<file path="src/ldcr_pkg.sv">
// shared constants and types for the loop dac configuration register bank
`default_nettype none
package ldcr_pkg;
	localparam int ADDR_W = 3;
	localparam int DATA_W = 8;
	localparam int CODE_W = 16;
	localparam int CNT_W = 4;
	// register offsets
	localparam logic [ADDR_W-1:0] OFF_LOCK = 3'h0;
	localparam logic [ADDR_W-1:0] OFF_CFG1 = 3'h1;
	localparam logic [ADDR_W-1:0] OFF_CFG2 = 3'h2;
	localparam logic [ADDR_W-1:0] OFF_CFG3 = 3'h3;
	localparam logic [ADDR_W-1:0] OFF_ERRLO = 3'h4;
	localparam logic [ADDR_W-1:0] OFF_ERRHI = 3'h5;
	// reset values
	localparam logic [DATA_W-1:0] RST_LOCK = 8'h00;
	localparam logic [DATA_W-1:0] RST_CFG1 = 8'h08;
	localparam logic [DATA_W-1:0] RST_CFG2 = 8'h1f;
	localparam logic [DATA_W-1:0] RST_CFG3 = 8'h08;
	localparam logic [DATA_W-1:0] RST_ERRLO = 8'h24;
	localparam logic [DATA_W-1:0] RST_ERRHI = 8'he8;
	localparam logic [CODE_W-1:0] RST_CODE = 16'h0000;
	localparam logic [DATA_W-1:0] UNLOCK_KEY = 8'h95;
	localparam logic [DATA_W-1:0] LOW_BYTE_ERR = 8'h00;
	// field positions
	localparam int CFG1_SRST = 0;
	localparam int CFG1_FRC_LO = 3;
	localparam int CFG1_FRC_HI = 4;
	localparam int CFG2_LOOP = 0;
	localparam int CFG2_CHAN = 1;
	localparam int CFG2_PAR = 2;
	localparam int CFG2_FRAME = 3;
	localparam int CFG2_ACK = 4;
	localparam logic [DATA_W-1:0] CFG1_MASK = 8'h19;
	localparam logic [DATA_W-1:0] CFG2_MASK = 8'h1f;
	localparam logic [DATA_W-1:0] CFG3_MASK = 8'h0f;
	localparam logic [1:0] FRC_SET = 2'h1;
	localparam logic [1:0] FRC_CLR = 2'h2;
	localparam logic [DATA_W-1:0] ZERO_BYTE = 8'h00;

	typedef struct packed {
		logic wr;
		logic [ADDR_W-1:0] addr;
		logic [DATA_W-1:0] data;
	} ldcr_wr_s;

	typedef struct packed {
		logic frame_err;
		logic parity_err;
		logic chan_idle;
		logic loop_err;
	} ldcr_fault_s;

	typedef struct packed {
		logic frame;
		logic parity;
		logic chan;
		logic loop;
	} ldcr_rpt_s;
endpackage : ldcr_pkg
`default_nettype wire

</file>
<file path="src/ldcr_fault_cnt.sv">
// consecutive framing/parity fault counter with programmable threshold
`timescale 1ns/1ps
`default_nettype none
module ldcr_fault_cnt #(
	parameter int CNT_W = 4
) (
	// clocking
	input wire logic clock,
	input wire logic rst,
	input wire logic ce,
	input wire logic soft_rst,
	// events
	input wire logic fault,
	input wire logic good,
	input wire logic [CNT_W-1:0] limit,
	// result
	output logic trip,
	output logic [CNT_W:0] count_q
);
	// one extra bit so threshold 16 is reachable
	logic [CNT_W:0] thresh;
	assign thresh = {1'b0, limit} + {{CNT_W{1'b0}}, 1'b1};
	assign trip = ce && fault && (count_q + 1'b1 >= thresh);
	always_ff @(posedge clock) begin
		if (rst) begin
			count_q <= '0;
		end else if (ce) begin
			if (soft_rst || good || trip) begin
				count_q <= '0;
			end else if (fault) begin
				count_q <= count_q + 1'b1;
			end
		end
	end
endmodule : ldcr_fault_cnt
`default_nettype wire

</file>
<file path="src/ldcr_reg8.sv">
// one eight-bit configuration register with masked write and reset value
`timescale 1ns/1ps
`default_nettype none
module ldcr_reg8 #(
	parameter logic [7:0] RST_VAL = 8'h00,
	parameter logic [7:0] MASK = 8'hff
) (
	// clocking
	input wire logic clock,
	input wire logic rst,
	input wire logic ce,
	// write side
	input wire logic soft_rst,
	input wire logic we,
	input wire logic [7:0] wdata,
	// value
	output logic [7:0] q
);
	always_ff @(posedge clock) begin
		if (rst) begin
			q <= RST_VAL;
		end else if (ce) begin
			if (soft_rst) begin
				q <= RST_VAL;
			end else if (we) begin
				// reserved bits held at zero
				q <= wdata & MASK;
			end
		end
	end
endmodule : ldcr_reg8
`default_nettype wire

</file>
<file path="src/ldcr_top.sv">
// loop dac configuration register bank with error state and code select
// Functional notes
// 0x95 to lock register unlocks, else locks
// locked bank ignores configuration writes
// output code frozen while bank unlocked
// force field: 01 sets, 10 clears error
// error condition set at power-on
// valid frame clears error condition
// force field self-clears after write
// cleared error restores previously held code
// soft reset bit equals power-on, self-clears
// ack enable acknowledges every valid frame
// framing error reported only when enabled
// parity error reported only when enabled
// channel-inactive reported only when enabled
// loop error reported only when enabled
// error after 1+count consecutive frame/parity faults
// low band: low byte upper, 0x00 lower
// high band: high byte upper, 0x00 lower
// master writes zeros to reserved bits
// 16-bit output code, replaced during error
// all registers default on both resets
`timescale 1ns/1ps
`default_nettype none
module ldcr_top #(
	parameter int CNT_W = ldcr_pkg::CNT_W
) (
	// clocking
	input wire logic clock,
	input wire logic rst,
	input wire logic ce,
	// register writes and reads from the frame decoder
	input wire ldcr_pkg::ldcr_wr_s reg_wr,
	input wire logic [ldcr_pkg::ADDR_W-1:0] rd_addr,
	output logic [ldcr_pkg::DATA_W-1:0] rd_data,
	// data code writes from the frame decoder
	input wire logic code_wr,
	input wire logic [ldcr_pkg::CODE_W-1:0] code_data,
	// frame decoder events
	input wire logic frame_ok,
	input wire ldcr_pkg::ldcr_fault_s fault_in,
	// error band select pin
	input wire logic error_band_select,
	// outputs to loop drive and link
	output logic [ldcr_pkg::CODE_W-1:0] output_code,
	output logic ack_req,
	output var ldcr_pkg::ldcr_rpt_s report,
	output logic error_q,
	output logic unlocked_q
);
	import ldcr_pkg::*;

	logic [DATA_W-1:0] lock_q, cfg1_q, cfg2_q, cfg3_q, errlo_q, errhi_q;
	logic [CODE_W-1:0] held_code_q;
	logic [CNT_W:0] fault_count;
	logic soft_rst_q, wr_lock, wr_cfg, fault_trip, frc_set, frc_clr;
	logic [1:0] frc;

	// soft reset is taken one cycle after the write, then clears
	always_ff @(posedge clock) begin
		if (rst) begin
			soft_rst_q <= 1'b0;
		end else if (ce) begin
			soft_rst_q <= wr_cfg && reg_wr.addr == OFF_CFG1 &&
				reg_wr.data[CFG1_SRST] && !soft_rst_q;
		end
	end

	assign wr_lock = reg_wr.wr && reg_wr.addr == OFF_LOCK;
	// lock register itself is always writable, so the bank can be opened
	assign wr_cfg = reg_wr.wr && unlocked_q;

	always_ff @(posedge clock) begin
		if (rst) begin
			lock_q <= RST_LOCK;
		end else if (ce) begin
			if (soft_rst_q) begin
				lock_q <= RST_LOCK;
			end else if (wr_lock) begin
				lock_q <= reg_wr.data;
			end
		end
	end
	// flop twin of the key compare keeps the status pin glitch free
	always_ff @(posedge clock) begin
		if (rst) begin
			unlocked_q <= (RST_LOCK == UNLOCK_KEY);
		end else if (ce) begin
			if (soft_rst_q) begin
				unlocked_q <= (RST_LOCK == UNLOCK_KEY);
			end else if (wr_lock) begin
				unlocked_q <= reg_wr.data == UNLOCK_KEY;
			end
		end
	end

	// configuration registers; reserved bits masked to zero
	ldcr_reg8 #(.RST_VAL(RST_CFG2), .MASK(CFG2_MASK)) u_cfg2 (
		.clock(clock),
		.rst(rst),
		.ce(ce),
		.soft_rst(soft_rst_q),
		.we(wr_cfg && reg_wr.addr == OFF_CFG2),
		.wdata(reg_wr.data),
		.q(cfg2_q)
	);
	ldcr_reg8 #(.RST_VAL(RST_CFG3), .MASK(CFG3_MASK)) u_cfg3 (
		.clock(clock),
		.rst(rst),
		.ce(ce),
		.soft_rst(soft_rst_q),
		.we(wr_cfg && reg_wr.addr == OFF_CFG3),
		.wdata(reg_wr.data),
		.q(cfg3_q)
	);
	ldcr_reg8 #(.RST_VAL(RST_ERRLO)) u_errlo (
		.clock(clock),
		.rst(rst),
		.ce(ce),
		.soft_rst(soft_rst_q),
		.we(wr_cfg && reg_wr.addr == OFF_ERRLO),
		.wdata(reg_wr.data),
		.q(errlo_q)
	);
	ldcr_reg8 #(.RST_VAL(RST_ERRHI)) u_errhi (
		.clock(clock),
		.rst(rst),
		.ce(ce),
		.soft_rst(soft_rst_q),
		.we(wr_cfg && reg_wr.addr == OFF_ERRHI),
		.wdata(reg_wr.data),
		.q(errhi_q)
	);

	// error_force_and_soft_reset command bits never persist, only the default with those bits cleared (0x00) is read
	assign cfg1_q = RST_CFG1 & ~CFG1_MASK;
	assign frc = reg_wr.data[CFG1_FRC_HI:CFG1_FRC_LO];
	assign frc_set = wr_cfg && reg_wr.addr == OFF_CFG1 && frc == FRC_SET;
	assign frc_clr = wr_cfg && reg_wr.addr == OFF_CFG1 && frc == FRC_CLR;

	ldcr_fault_cnt #(.CNT_W(CNT_W)) u_cnt (
		.clock(clock),
		.rst(rst),
		.ce(ce),
		.soft_rst(soft_rst_q),
		.fault(fault_in.frame_err || fault_in.parity_err),
		.good(frame_ok),
		.limit(cfg3_q[CNT_W-1:0]),
		.trip(fault_trip),
		.count_q(fault_count)
	);

	// error condition; a set in the same cycle as a clear wins
	always_ff @(posedge clock) begin
		if (rst) begin
			error_q <= 1'b1;
		end else if (ce) begin
			if (soft_rst_q || frc_set || fault_trip) begin
				error_q <= 1'b1;
			end else if (frc_clr || frame_ok) begin
				error_q <= 1'b0;
			end
		end
	end

	// held code survives error so clearing restores it
	always_ff @(posedge clock) begin
		if (rst) begin
			held_code_q <= RST_CODE;
		end else if (ce) begin
			if (soft_rst_q) begin
				held_code_q <= RST_CODE;
			end else if (code_wr && !unlocked_q) begin
				held_code_q <= code_data;
			end
		end
	end

	// output register; error bytes replace held code
	always_ff @(posedge clock) begin
		if (rst) begin
			output_code <= {RST_ERRLO, LOW_BYTE_ERR};
		end else if (ce) begin
			if (error_q && error_band_select) begin
				output_code <= {errhi_q, LOW_BYTE_ERR};
			end else if (error_q) begin
				output_code <= {errlo_q, LOW_BYTE_ERR};
			end else begin
				output_code <= held_code_q;
			end
		end
	end

	// acknowledge and report gating
	assign ack_req = frame_ok && cfg2_q[CFG2_ACK];
	always_ff @(posedge clock) begin
		if (rst) begin
			report <= '0;
		end else if (ce) begin
			report.frame <= fault_in.frame_err && cfg2_q[CFG2_FRAME];
			report.parity <= fault_in.parity_err && cfg2_q[CFG2_PAR];
			report.chan <= fault_in.chan_idle && cfg2_q[CFG2_CHAN];
			report.loop <= fault_in.loop_err && cfg2_q[CFG2_LOOP];
		end
	end

	// read data registered
	always_ff @(posedge clock) begin
		if (rst) begin
			rd_data <= ZERO_BYTE;
		end else if (ce) begin
			case (rd_addr)
				OFF_LOCK: rd_data <= lock_q;
				OFF_CFG1: rd_data <= cfg1_q;
				OFF_CFG2: rd_data <= cfg2_q;
				OFF_CFG3: rd_data <= cfg3_q;
				OFF_ERRLO: rd_data <= errlo_q;
				OFF_ERRHI: rd_data <= errhi_q;
				default: rd_data <= ZERO_BYTE;
			endcase
		end
	end

	// assertions
	unlock_key_a: assert property (@(posedge clock) disable iff (rst)
		ce && wr_lock && !soft_rst_q |=> unlocked_q == ($past(reg_wr.data) == UNLOCK_KEY))
		else $error("lock state not from written key");
	locked_hold_a: assert property (@(posedge clock) disable iff (rst)
		ce && !unlocked_q && !soft_rst_q |=> $stable(cfg2_q) && $stable(errhi_q))
		else $error("locked register changed");
	code_frozen_a: assert property (@(posedge clock) disable iff (rst)
		ce && unlocked_q && !soft_rst_q |=> $stable(held_code_q))
		else $error("code updated while unlocked");
	force_set_a: assert property (@(posedge clock) disable iff (rst)
		ce && frc_set |=> error_q)
		else $error("forced set missed");
	force_clr_a: assert property (@(posedge clock) disable iff (rst)
		ce && frc_clr && !frc_set && !fault_trip && !soft_rst_q |=> !error_q)
		else $error("forced clear missed");
	frame_clr_a: assert property (@(posedge clock) disable iff (rst)
		ce && frame_ok && !frc_set && !fault_trip && !soft_rst_q |=> !error_q)
		else $error("valid frame did not clear error");
	cfg1_read_a: assert property (@(posedge clock) disable iff (rst)
		ce && rd_addr == OFF_CFG1 |=> rd_data[CFG1_FRC_HI:CFG1_FRC_LO] == 2'h0)
		else $error("force field persisted");
	soft_rst_a: assert property (@(posedge clock) disable iff (rst)
		soft_rst_q && ce |=> error_q && !soft_rst_q && cfg2_q == RST_CFG2)
		else $error("soft reset incomplete");
	ack_gate_a: assert property (@(posedge clock) disable iff (rst)
		ack_req == (frame_ok && cfg2_q[CFG2_ACK]) && (!ack_req || frame_ok))
		else $error("ack gating wrong");
	frame_rpt_a: assert property (@(posedge clock) disable iff (rst)
		ce ##1 report.frame |-> $past(cfg2_q[CFG2_FRAME]))
		else $error("framing report while disabled");
	trip_err_a: assert property (@(posedge clock) disable iff (rst)
		ce && fault_trip |=> error_q)
		else $error("threshold did not set error");
	err_code_a: assert property (@(posedge clock) disable iff (rst)
		ce && error_q && !error_band_select |=>
		output_code == {$past(errlo_q), LOW_BYTE_ERR})
		else $error("low band code wrong");
	hi_code_a: assert property (@(posedge clock) disable iff (rst)
		ce && error_q && error_band_select |=>
		output_code == {$past(errhi_q), LOW_BYTE_ERR})
		else $error("high band code wrong");
	restore_a: assert property (@(posedge clock) disable iff (rst)
		ce && !error_q |=> output_code == $past(held_code_q))
		else $error("held code not restored");
	lock_match_a: assert property (@(posedge clock) disable iff (rst)
		unlocked_q == (lock_q == UNLOCK_KEY))
		else $error("lock status differs from lock register");
	lock_other_a: assert property (@(posedge clock) disable iff (rst)
		ce && wr_lock && reg_wr.data != UNLOCK_KEY |=> !unlocked_q)
		else $error("other value did not lock");
	locked_more_a: assert property (@(posedge clock) disable iff (rst)
		ce && !unlocked_q && !soft_rst_q |=>
		$stable(cfg3_q) && $stable(errlo_q))
		else $error("locked register changed");
	code_take_a: assert property (@(posedge clock) disable iff (rst)
		ce && code_wr && !unlocked_q && !soft_rst_q |=>
		held_code_q == $past(code_data))
		else $error("locked code write not taken");
	power_err_a: assert property (@(posedge clock) disable iff (rst)
		$fell(rst) |-> error_q && output_code == {RST_ERRLO, LOW_BYTE_ERR})
		else $error("no error condition after reset");
	soft_arm_a: assert property (@(posedge clock) disable iff (rst)
		ce && wr_cfg && reg_wr.addr == OFF_CFG1 && reg_wr.data[CFG1_SRST] &&
		!soft_rst_q |=> soft_rst_q)
		else $error("soft reset not armed");
	ack_on_a: assert property (@(posedge clock) disable iff (rst)
		frame_ok && cfg2_q[CFG2_ACK] |-> ack_req)
		else $error("enabled ack missing");
	ack_off_a: assert property (@(posedge clock) disable iff (rst)
		!cfg2_q[CFG2_ACK] |-> !ack_req)
		else $error("ack while disabled");
	frame_pass_a: assert property (@(posedge clock) disable iff (rst)
		ce && fault_in.frame_err && cfg2_q[CFG2_FRAME] |=> report.frame)
		else $error("enabled framing report missing");
	parity_pass_a: assert property (@(posedge clock) disable iff (rst)
		ce && fault_in.parity_err && cfg2_q[CFG2_PAR] |=> report.parity)
		else $error("enabled parity report missing");
	parity_block_a: assert property (@(posedge clock) disable iff (rst)
		ce ##1 report.parity |-> $past(cfg2_q[CFG2_PAR]))
		else $error("parity report while disabled");
	chan_pass_a: assert property (@(posedge clock) disable iff (rst)
		ce && fault_in.chan_idle && cfg2_q[CFG2_CHAN] |=> report.chan)
		else $error("enabled channel report missing");
	chan_block_a: assert property (@(posedge clock) disable iff (rst)
		ce ##1 report.chan |-> $past(cfg2_q[CFG2_CHAN]))
		else $error("channel report while disabled");
	loop_pass_a: assert property (@(posedge clock) disable iff (rst)
		ce && fault_in.loop_err && cfg2_q[CFG2_LOOP] |=> report.loop)
		else $error("enabled loop report missing");
	loop_block_a: assert property (@(posedge clock) disable iff (rst)
		ce ##1 report.loop |-> $past(cfg2_q[CFG2_LOOP]))
		else $error("loop report while disabled");
	count_clr_a: assert property (@(posedge clock) disable iff (rst)
		ce && frame_ok |=> fault_count == '0)
		else $error("valid frame did not clear fault count");
	count_step_a: assert property (@(posedge clock) disable iff (rst)
		ce && (fault_in.frame_err || fault_in.parity_err) && !frame_ok &&
		!fault_trip && !soft_rst_q |=> fault_count == $past(fault_count) + 1'b1)
		else $error("fault not counted");
	reset_dflt_a: assert property (@(posedge clock) disable iff (rst)
		$fell(rst) |-> lock_q == RST_LOCK && cfg2_q == RST_CFG2 &&
		cfg3_q == RST_CFG3 && errlo_q == RST_ERRLO && errhi_q == RST_ERRHI &&
		held_code_q == RST_CODE)
		else $error("register not at default after reset");
	soft_dflt_a: assert property (@(posedge clock) disable iff (rst)
		ce && soft_rst_q |=> lock_q == RST_LOCK && !unlocked_q &&
		cfg3_q == RST_CFG3 && errlo_q == RST_ERRLO && errhi_q == RST_ERRHI &&
		held_code_q == RST_CODE)
		else $error("register not at default after soft reset");
	rsvd_zero_a: assert property (@(posedge clock) disable iff (rst)
		(cfg2_q & ~CFG2_MASK) == ZERO_BYTE &&
		(cfg3_q & ~CFG3_MASK) == ZERO_BYTE)
		else $error("reserved bit stored");
	rd_lock_a: assert property (@(posedge clock) disable iff (rst)
		ce && rd_addr == OFF_LOCK |=> rd_data == $past(lock_q))
		else $error("lock register read wrong");
	rd_spare_a: assert property (@(posedge clock) disable iff (rst)
		ce && rd_addr > OFF_ERRHI |=> rd_data == ZERO_BYTE)
		else $error("unused address read not zero");
	ce_freeze_a: assert property (@(posedge clock) disable iff (rst)
		!ce |=> $stable(error_q) && $stable(output_code) && $stable(lock_q) &&
		$stable(cfg2_q) && $stable(held_code_q) && $stable(report))
		else $error("state moved while clock enable low");
	force_cover_c: cover property (@(posedge clock) frc_set ##[1:20] frc_clr);
	trip_cover_c: cover property (@(posedge clock) fault_trip);
	unlock_cover_c: cover property (@(posedge clock) unlocked_q ##1 soft_rst_q);
	freeze_cover_c: cover property (@(posedge clock) !ce ##1 ce);
	band_cover_c: cover property (@(posedge clock) error_q && error_band_select);
endmodule : ldcr_top
`default_nettype wire

</file>
<file path="config.mk">
export PLATFORM = sky130hd
export DESIGN_NAME = ldcr_top
export DESIGN_NICKNAME = d
export VERILOG_FILES = /design/src/ldcr_pkg.sv /design/src/ldcr_fault_cnt.sv /design/src/ldcr_reg8.sv /design/src/ldcr_top.sv
export SDC_FILE = /design/constraint.sdc
export NUM_CORES = 1
export LEC_CHECK = 0
export BUFFER_PORTS_ARGS = -buffer_cell sky130_fd_sc_hd__buf_2
export CAP_MARGIN = 20
export CORE_ASPECT_RATIO = 0.8
export CORE_MARGIN = 2
export CORE_UTILIZATION = 30
export DETAILED_ROUTE_END_ITERATION = 8
export GPL_TIMING_DRIVEN = 0
export PLACE_DENSITY_LB_ADDON = 0.08
export SYNTH_ARGS = -nofsm -noshare
export SYNTH_HDL_FRONTEND = slang
export SYNTH_SLANG_ARGS = --single-unit
</file>
<file path="constraint.sdc">
create_clock -name clock -period 1.9 [get_ports clock]
set_input_delay 0.095 -clock clock [delete_from_list [all_inputs] [get_ports clock]]
set_output_delay 0.095 -clock clock [all_outputs]
set_load 0.01 [all_outputs]
</file>
[Word-level counts from Yosys, hierarchy flattened]
Index checks and enable logic that the tools add are counted.
Cells by class
  add/subtract/negate cells: 2
  magnitude comparators: 1
  eq/ne operators: 12
  muxes and demuxes: 21
  reductions and logical operators: 46
Operators by type and width (count)
  8-bit two-way mux: 10
  16-bit two-way mux: 4
  8-bit case mux with 5 select lines: 1
  1-bit logical AND: 20
  2-bit AND reduction: 8
  2-bit nonzero test: 8
  3-bit by 2-bit equality test with 1-bit output (second input constant): 4
  3-bit equality test (second input constant): 4
  5-bit two-way mux: 2
  8-bit equality test (second input constant): 1
  3-bit zero test: 2
  1-bit logical OR: 6
  4-bit by 1-bit adder with 5-bit output (second input constant): 1
  5-bit by 1-bit adder with 5-bit output (second input constant): 1
  5-bit >= comparator: 1
  1-bit two-way mux: 4
  3-bit by 1-bit equality test with 1-bit output (second input constant): 1
  2-bit by 1-bit equality test with 1-bit output (second input constant): 1
  2-bit equality test (second input constant): 1
  1-bit zero test: 2
Storage, ports and cells
  bits in registers: 92

[Longest topological paths before layout]
Gate-level depths: netlist of the first run.
  word-level depth: 7
  depth in mapped cells: 9
  depth with buffers taken out: 9

[Hierarchy]
From an unflattened synthesis of the first run, not the netlist that was laid out.
Unflattened totals
  cells, all modules: 442
  area, all modules: 4047.6 um2
Modules (own cells, without submodules)
  ldcr_top: times used 1, cells each 271, area an instance 2502.4 um2, sequential area each 1101.1 um2
  ldcr_fault_cnt: times used 1, cells each 52, area an instance 437.9 um2, sequential area each 100.1 um2
  ldcr_reg8 (u_errhi): times used 1, cells each 37, area an instance 350.3 um2, sequential area each 160.2 um2
  ldcr_reg8 (u_errlo): times used 1, cells each 33, area an instance 335.3 um2, sequential area each 160.2 um2
  ldcr_reg8 (u_cfg2): times used 1, cells each 27, area an instance 220.2 um2, sequential area each 100.1 um2
  ldcr_reg8 (u_cfg3): times used 1, cells each 22, area an instance 201.4 um2, sequential area each 80.1 um2

[Least setup slack after synthesis of the first run]
OpenSTA, ideal clock, no wires.
  kind: flip-flop to flip-flop
  from: reg u_cnt.count_q[0]
  to: reg u_cnt.count_q[2]
  arrival time: 1.956 ns
  required time: 1.830 ns
  path slack: -0.126 ns
  cell stages (with the launch flop): 10
  path buffers: 0
  period minus slack after synthesis: 2.026 ns
  cells stage by stage: dfxtp_1 ha_1 nor2b_1 or2_2 ha_1 a21oi_1 o21ai_0 a21oi_1 o21ai_0 a21oi_1
Between the ends
  word-level cells in the longest chain between the ends: 6
  elaborated cells between the ends (all ways): 8
  those cells by class: add/sub (1); order compare (1); mux (2); reduce/logical (4)
RTL lines
  start, declared: RTL line ldcr_fault_cnt.sv:18  | output logic [CNT_W:0] count_q
  start signal, assigned: RTL line ldcr_fault_cnt.sv:31  | count_q <= count_q + 1'b1;
  5-bit by 1-bit adder with 5-bit output (*): RTL line ldcr_fault_cnt.sv:23, ldcr_fault_cnt.sv:31
  5-bit >= comparator: RTL line ldcr_fault_cnt.sv:23  | assign trip = ce && fault && (count_q + 1'b1 >= thresh);
  1-bit logical AND: RTL line ldcr_fault_cnt.sv:23
  1-bit logical OR: RTL line ldcr_fault_cnt.sv:28  | if (soft_rst || good || trip) begin
  2-bit nonzero test (no source line)
  2-bit AND reduction (no source line)
Every way passes the cells marked *; elsewhere a longest branch is shown, timed or not. The select of a mux whose other input is x is not followed.
A chain may end at the register's enable or synchronous reset.

[Worst setup path after layout of the first run]
  from: reg u_cnt.count_q[1]
  to: reg u_cnt.count_q[4]
The elaborated chain is that of the path after synthesis.

==> results of run 1 <==
-- critical path, delay by kind of cell, from the launching register on --
| family | cells | cell delay, ps |
|---|---|---|
| and+or+nand+nor | 4 | 490 |
| adders and majority gates | 2 | 460 |
| DFF | 1 | 330 |
| AOI/OAI and AO/OA | 3 | 470 |
-- area by class of cell --
type,instances,area [um2]
Timing Repair Buffer,80,452.9
Fill cell,1348,7403
Multi-Input combinational cell,323,2113
Clock buffer,12,266.5
Buffer,30,127.6
Tap cell,171,214.0
Sequential cell,85,1705
Clock inverter,3,43.79
Inverter,4,15.01
-- cell families (layout without fill, tap and decap cells) --
| kind of cell | Yosys count | count (layout) |
|---|---|---|
| AOI/OAI and AO/OA | 111 | 111 |
| xor gates and xnor gates | 4 | 4 |
| adders and majority gates | 7 | 7 |
| buffers and inverters | 34 | 129 |
| DFF | 85 | 85 |
| muxes | 31 | 31 |
| and+or+nand+nor | 170 | 170 |
-- state kept, by name (all words and copies together) (netlist names), 5 cells and up --
name,cells
held_code_q,16
lock_q,8
output_code,16
rd_data,8
u_cfg2.q,5
u_cnt.count_q,5
u_errhi.q,8
u_errlo.q,8
-- Yosys cell counts, types with 2 or more instances --
cell	n
ha_1	7
mux2_2	4
buf_1	4
nor2b_1	14
buf_2	8
nor4_1	2
nand3_1	10
xnor2_1	3
a211oi_1	10
nand2_1	28
o2bb2ai_1	3
a31oi_1	3
a22oi_1	37
nor3_1	8
a21oi_1	32
dfxtp_1	85
o21ai_1	3
nor3b_1	3
o21ai_0	4
mux2i_1	27
and2_1	7
or2_2	2
inv_1	4
o221ai_1	3
nor2_1	85
clkbuf_1	17
and3b_4	2
a211o_1	3
o22a_1	5
-- metrics by stage --
step | cells | utilization (%) | hold slack [ps] | worst slack, ps
after floorplan | 442 | - | 236.0 | 5.655
after global placement | 681 | 35.73 | 345.4 | -208.0
after detailed placement | 681 | 35.73 | 354.1 | -246.6
after CTS | 708 | 39.68 | 0.6816 | 0.2349
after global routing | 708 | 40.01 | 9.204 | -86.56
final | 708 | 40.01 | 11.63 | 12.15
-- per-layer routing --
layer	vias up	share of wire (%)	global-route usage (%)	wire, um
li1	1765	-	-	-
met1	1785	51	27.48	6311
met2	87	43	27.49	5336
met3	9	4.7	3.909	580
met4	0	0.75	4.787	93
met5	-	0	0	0
-- worst max-delay path by stage --
stage | slack (ps) | end | startpoint
2_1_floorplan | 6 | u_cnt.count_q[2]$_SDFFE_PP0P_ | u_cnt.count_q[0]$_SDFFE_PP0P_
3_3_place_gp | -210 | u_cnt.count_q[4]$_SDFFE_PP0P_ | u_cnt.count_q[0]$_SDFFE_PP0P_
3_5_place_dp | -250 | u_cnt.count_q[4]$_SDFFE_PP0P_ | u_cnt.count_q[0]$_SDFFE_PP0P_
4_1_cts | 0.2 | u_cnt.count_q[4]$_SDFFE_PP0P_ | u_cfg3.q[0]$_SDFFE_PP0P_
5_1_grt | -90 | u_cnt.count_q[4]$_SDFFE_PP0P_ | u_cnt.count_q[1]$_SDFFE_PP0P_
6_report | 10 | u_cnt.count_q[4]$_SDFFE_PP0P_ | u_cnt.count_q[1]$_SDFFE_PP0P_
-- what timing repair did --
item,4_1_cts,5_1_grt
resized for setup,13,9
setup buffers,3,0
setup endpoints to repair,6,17
hold endpoints to repair,9,0
hold buffers,9,0
pin swaps,9,6
-- power breakdown --
part	switching (uW)	leakage (uW)	internal [uW]
clock	721	0.000155	1120
combinational	256	0.00117	167
sequential	22.2	0.000692	1820
==> run metrics, run 1 <==
Reg2Reg Capture Point u_cnt.count_q[4]$_SDFFE_PP0P_; Post-Synth Simple-Gate Area 20.64%; Critical Path RT 2110 ps; Synth Area in Adders 2.276%; die area 13,760 um2; cells after synthesis 442; Detail Placement HPWL 9.173 mm; Clock Skew 4.762 ps; Sum Neg Setup Slack 0 ps; worst IR drop on VDD 0.4125 mV; most frequent cells in the layout nor2_1, dfxtp_1, buf_2; Die Span X 130.6 um; ratio of cells with drive above 1 in the final layout 23.28%; Leakage 0.002016 uW; ys flop type dfxtp_1; Worst setup EP type flop; CTS root buf clkbuf_16; Routability Congestion 0.7906; row count 36; Max Slew Vio Count 0; Max-Cap Viols 0; Routed WL per cell 17.40 um; Initial DRC Count 252; Tot GR Track Use 18.65%; kind of critical path flop to flop; Worst-Skew Late Latency 340 ps; critical path arrival 2100 ps; vias 3,646; largest net degree at the start of global routing 14; Via density 5.150; DP Area 4409 um2; Max FO, Critical Path 5; xor/xnor cell area share of the yosys netlist 0.9103%; Yosys cell types 48; Worst-path clk slew 60 ps; Tmin final 1888 ps; Synth Area in Compound Gates 20.09%; Layout area overhead 28.32%; residual DRC count 0; crit-path max cell delay 330 ps; Tightest Hold Check Type input port to flop; final net count 581; Max-slew headroom 55.15%; first-pass GRT wire length 19.53 mm; largest cells by area after synthesis dfxtp_1, nor2_1, a22oi_1; CTS tree done; Worst Hold Path EP held_code_q[11]$_SDFFE_PP0P_; worst slew pin tran 672.8 ps; HP Start code_data[11]; FMAX 529.7 MHz; Starting Density 31.18%; CTS Buf Count 9; warnings from Yosys 0; ant diodes 0; Mean Syn Cell Area 8.707 um2; Post-synth EDFFs 0; Worst Reg2Reg Path Length in Cells 9; crit share post-route 99.36%; asr flop ratio synth 0%; CP Cell Sequence ha_4 -> nor2b_4 -> or2_4 -> ha_4 -> nand2_4 -> o21ai_4 -> a21oi_4 -> a22oi_2 -> nor2_1; final wirelength 12.32 mm; die height 105.3 um; RSZ-0062 raised after global routing true; fin area 4938 um2; commonest non-fill, non-tap cell in the layout nor2_1; startpoint types flop; Sink Count 85; mapped cell area 3849 um2; Final Hold Fails 0; core area 12,340 um2; Power Dens Cells 832.2 nW/um2; I/O Buffers 68; Mapped Nets 490; drt pass-1 iters 5; mux share of post-synthesis cell area 8.192%; Worst path slowest cell dfxtp_2; outcome completed; flop2flop setup slack 10 ps; vias in the first global route 3,540; Power, Total 4110 uW; post-synthesis register bit count 85; endpoints failing setup 0; r2r startpoint u_cnt.count_q[1]$_SDFFE_PP0P_; largest family of logic cells by synthesized area simple AND/OR/NAND/NOR gates; clk buf depth 2; IO Pins 72; grt ovf 0; Hold Path Depth 3; initial antenna violation count 0; crit-path most repeated cell ha_4; antenna-violating nets left 0; top cell type's share of synthesized area 44.21%; H-Tree Level Count 3; Synth area leader dfxtp_1; sequential element share of the synthesized area 44.21%
(Power assumes the default switching activity.)
==> run 2, diff against run 1 <==
Settings changed: RECOVER_POWER from default to 50.
==> run 2 against run 1 <==
  * Worst setup slack lost 1.7 ps
  * Sequential share of layout area grew 0.27 points
  * Global-route usage is the same
  * Wire length grew 0.54%
  * Combinational power shrank 1%
  * Critical path type unchanged
  * Critical endpoint unchanged
  * Largest cell class unchanged
  * Largest power group unchanged
==> run metrics, run 2 (synthesis results as in run 1) <==
Tightest Hold Check Type input port to flop; final cell count without fillers 708; grt ovf 0; I/O Buffers 68; Initial DRC Count 229; clk buf depth 2; Critical Path RT 2110 ps; kind of critical path flop to flop; most frequent cells in the layout nor2_1, dfxtp_1, clkbuf_1; Routability Congestion 0.7906; vias in the first global route 3,540; critical path arrival 2100 ps; Final Hold Fails 0; Max-Cap Viols 0; CTS tree done; met3 usage 3.909%; Layout area overhead 27.31%; first-pass GRT wire length 19.53 mm; Detail Placement HPWL 9.173 mm; RSZ-0062 raised after global routing true; Power Dens Cells 839.0 nW/um2; Worst-path clk slew 60 ps; fin util 39.70%; Leakage 0.001895 uW; Max Slew Vio Count 0; Via density 5.121; core area 12,340 um2; Worst setup EP type flop; Setup WS post-layout 10.46 ps; antenna-violating nets left 0; largest net degree at the start of global routing 14; Worst-Skew Late Latency 350 ps; GR peak layer met2; pre-CTS setup slack -246.6 ps; final wirelength 12.39 mm; endpoints failing setup 0; FMAX 529.2 MHz; worst slew pin tran 658.3 ps; Tmin final 1890 ps; Max FO, Critical Path 5; drt pass-1 iters 4; GR met2 Demand/Resource 27.49%; Die Span X 130.6 um; vias 3,626; outcome completed; DP Cell Count 681; crit share post-route 99.45%; Starting Density 31.18%; final net count 581; residual DRC count 0; Power, Total 4111 uW; H-Tree Level Count 3; die height 105.3 um; initial antenna violation count 0; die area 13,760 um2; top flop regs held_code_q: 16 flops, output_code: 16 flops; startpoint types flop; ant diodes 0; Routed WL per cell 17.50 um; commonest non-fill, non-tap cell in the layout nor2_1; CTS root buf clkbuf_16; Sink Count 85; Tot GR Track Use 18.65%; Clock Skew 6.440 ps; IO Pins 72; Max-slew headroom 56.11%; worst IR drop on VDD 0.4165 mV; CTS Buf Count 9; GR Util met1 27.48%; ratio of cells with drive above 1 in the final layout 17.50%; row count 36
[run 2: metrics by stage]
| step | hold WS [ps] | instance area (um2) | setup TNS (ps) |
|---|---|---|---|
| after floorplan | 236.0 | 3855 | 0 |
| after global placement | 345.4 | 4409 | -996.3 |
| after detailed placement | 354.1 | 4409 | -1190 |
| after CTS | 0.6816 | 4897 | 0 |
| after global routing | 9.204 | 4900 | -338.0 |
| final | 7.121 | 4900 | 0 |
[run 2: metal layers]
layer,part of all wire (%),wire (um),vias to the layer above
met2,43,5331,96
met4,0.57,70,0
met1,52,6386,1761
li1,-,-,1762
met3,4.8,598,7
met5,0,0,-
[run 2: what timing repair did]
action                                 CTS  global route
endpoints found under the hold margin    9             0
pin swaps                                9             6
hold buffers                             9             0
buffers inserted                         3             0
setup endpoints to repair                6            17
gates resized for setup                 13             9
gates cloned                             0             0
[run 2: area by class of cell]
| class | count | area, um2 |
|---|---|---|
| fillers | 1357 | 7442 |
| repair buffers | 80 | 414.1 |
| clock inverters | 3 | 43.79 |
| multi-input cells | 323 | 2113 |
| plain buffers | 30 | 127.6 |
| flip-flops and latches | 85 | 1705 |
| inverters | 4 | 15.01 |
| clock buffers | 12 | 266.5 |
| well taps | 171 | 214.0 |
[run 2: worst paths after layout]
check | startpoint | end | slack, ps | depth (start not counted)
setup / recovery | u_cnt.count_q[1]$_SDFFE_PP0P_ | u_cnt.count_q[4]$_SDFFE_PP0P_ | 10 | 9
hold reg to reg | report[2]$_SDFFE_PP0P_ | report[2]$_SDFFE_PP0P_ | 460 | 2
setup reg to reg | u_cnt.count_q[1]$_SDFFE_PP0P_ | u_cnt.count_q[4]$_SDFFE_PP0P_ | 10 | 9
hold / removal | code_data[7] | held_code_q[7]$_SDFFE_PP0P_ | 7 | 3
[run 2: worst max-delay path: stages, from the launching register on]
cell and delay (ps):
dfxtp_2 330, ha_4 160, nor2b_4 120, or2_4 260, ha_4 300, nand2_4 50, o21ai_4 180, a21oi_4 110
a22oi_2 180, nor2_1 60
[run 2: power breakdown]
group	total, uW	switching [uW]	internal (uW)	leakage [uW]
combinational	417	257	160	0.00105
sequential	1850	22.9	1820	0.000692
clock	1850	726	1120	0.000155
==> run 3, diff against run 2 <==
Settings changed: ABC_AREA from default to 1.
==> run 3 against run 2 <==
  * Register-to-register slack better by 120 ps
  * Wire length rose by 12%
  * Worst setup slack better by 120 ps
  * Core utilization is 1.9 points lower
  * Sequential cell count stayed put
  * Largest power group unchanged
  * Clock skew barely moved
==> run metrics, run 3 <==
DP Area 4567 um2; Tmin final 1765 ps; final net count 688; CTS root buf clkbuf_16; die area 14,290 um2; Buf/Inv on CP 4; delay-heaviest family, CP buffers and inverters; fillers 1,436; core area 12,960 um2; first-pass GRT wire length 21.40 mm; Yosys cell types 36; post-synthesis register bit count 85; Via density 4.965; Die Span X 133.1 um; Final Hold Fails 0; critical path arrival 2000 ps; Routed WL per cell 16.87 um; vias 4,071; crit-path max cell delay 300 ps; ys flop type dfxtp_1; crit share post-route 92.89%; residual DRC count 0; antenna-violating nets left 0; largest net degree at the start of global routing 14; vias in the first global route 3,824; Layout area overhead 22.26%; Clock Skew 6.213 ps; endpoints failing setup 0; Tightest Hold Check Type input port to flop; Tot GR Track Use 19.87%; Worst setup EP type flop; drt pass-1 iters 7; count leader, synth nand2_1; mapped cell area 4003 um2; Sink Count 85; Worst path slowest cell dfxtp_1; RSZ-0062 raised after global routing false; fin area 4893 um2; post-CTS setup buffers 0; IO Pins 72; Reg area 1709 um2; asr flop ratio synth 0%; commonest non-fill, non-tap cell in the layout nand2_1; grt ovf 0; worst IR drop on VDD 0.4613 mV; outcome completed; Critical Path RT 2140 ps; Detail Placement HPWL 10.44 mm; FMAX 566.6 MHz; fin util 37.75%; CP Cell Sequence buf_4 -> inv_2 -> clkbuf_4 -> nand2_2 -> nand2_1 -> inv_1 -> o21ai_1 -> nor2_1; final wirelength 13.83 mm; largest cells by area after synthesis dfxtp_1, nand2_1, a21oi_1; Worst-path clk slew 60 ps; Max-slew headroom 52.29%; Initial DRC Count 323; CTS tree done; Max Slew Vio Count 0; H-Tree Level Count 3; row count 37; Mean Syn Cell Area 7.186 um2; ratio of cells with drive above 1 in the final layout 14.11%; CTS Buf Count 9; clk buf depth 2; Worst-Skew Late Latency 340 ps; Mapped Nets 605; die height 107.3 um; top flop regs held_code_q: 16 flops, output_code: 16 flops; Synth area leader dfxtp_1; most frequent cells after synthesis nand2_1, dfxtp_1, a21oi_1, nor2_1, nand3_1; final cell count without fillers 820; Post-synth EDFFs 0; I/O Buffers 69; Multi-input gate area 2008 um2; warnings from Yosys 0; kind of critical path flop to flop; cells after synthesis 557; Routability Congestion 0.8985; ant diodes 0; Starting Density 30.88%; sequential element share of the synthesized area 42.51%; DP Cell Count 801; Power Dens Cells 843.2 nW/um2; Hold Slack 5.414 ps; worst slew pin tran 715.6 ps; Max-Cap Viols 0; most frequent cells in the layout nand2_1, dfxtp_1, nor2_1; startpoint types flop; top cell type's share of synthesized area 42.51%; Max FO, Critical Path 10; initial antenna violation count 0; Leakage 0.002059 uW
[run 3: repair_timing]
action | in CTS | in global routing
setup endpoints to repair | 6 | 6
gates resized for setup | 2 | 11
hold buffers | 3 | 0
hold endpoints to repair | 3 | 0
pin swaps | 0 | 0
[run 3: worst paths after layout]
path / end / slack, ps / start / cells after the start
max: unlocked_q$_SDFFE_PP0P_ / 130 / soft_rst_q$_SDFFE_PP0P_ / 8
min reg2reg: rd_data[7]$_SDFFE_PP0P_ / 460 / rd_data[7]$_SDFFE_PP0P_ / 2
min: u_cfg2.q[0]$_SDFFE_PP1P_ / 5 / reg_wr[0] / 3
max reg2reg: unlocked_q$_SDFFE_PP0P_ / 130 / soft_rst_q$_SDFFE_PP0P_ / 8
[run 3: metrics by stage]
| step | worst slack [ps] | setup TNS [ps] | power [uW] |
|---|---|---|---|
| final | 135.0 | 0 | 4126 |
| after CTS | 15.09 | 0 | 4164 |
| after detailed placement | -127.0 | -371.2 | 2342 |
| after floorplan | 159.1 | 0 | 2146 |
| after global placement | -90.85 | -143.3 | 2337 |
| after global routing | 3.555 | 0 | 4284 |
[run 3: worst reg2reg max path, delay by kind of cell, from the launching register on]
kind | cells | cell delay (ps)
AND/OR/NAND/NOR | 3 | 440
AO/OA/AOI/OAI | 1 | 170
flip-flops | 1 | 300
buffers and inverters | 4 | 760
[run 3: cell type report]
cell class | count | share of cell area, %
plain buffers | 29 | 2.761
clock buffers | 13 | 5.318
clock inverters | 3 | 0.8949
inverters | 48 | 3.733
multi-input cells | 395 | 41.04
flip-flops and latches | 85 | 34.93
well taps | 175 | 4.475
repair buffers | 72 | 6.852
[run 3: cells by family after synthesis]
| logic type | synth area share (%) |
|---|---|
| XOR/XNOR | 0.6566 |
| adder cells (fa/ha/maj) | 2.188 |
| flip-flops | 42.51 |
| AND/OR/NAND/NOR | 29.57 |
| AO/OA/AOI/OAI | 16.94 |
| buffers and inverters | 8.127 |
[run 3: routing by layer]
layer | GRT usage, % | wire length, um | up-vias
li1 | - | - | 2039
met4 | 6.155 | 231 | 0
met1 | 29.11 | 6989 | 1916
met2 | 29.24 | 5823 | 100
met3 | 4.002 | 788 | 16
met5 | 0 | 0 | -
[run 3: report_power, final]
| group | switching [uW] | leakage [uW] | internal, uW |
|---|---|---|---|
| Sequential | 38.7 | 0.000695 | 1840 |
| Combinational | 287 | 0.00121 | 136 |
| Clock | 733 | 0.000150 | 1090 |
| Total | 1060 | 0.00206 | 3070 |
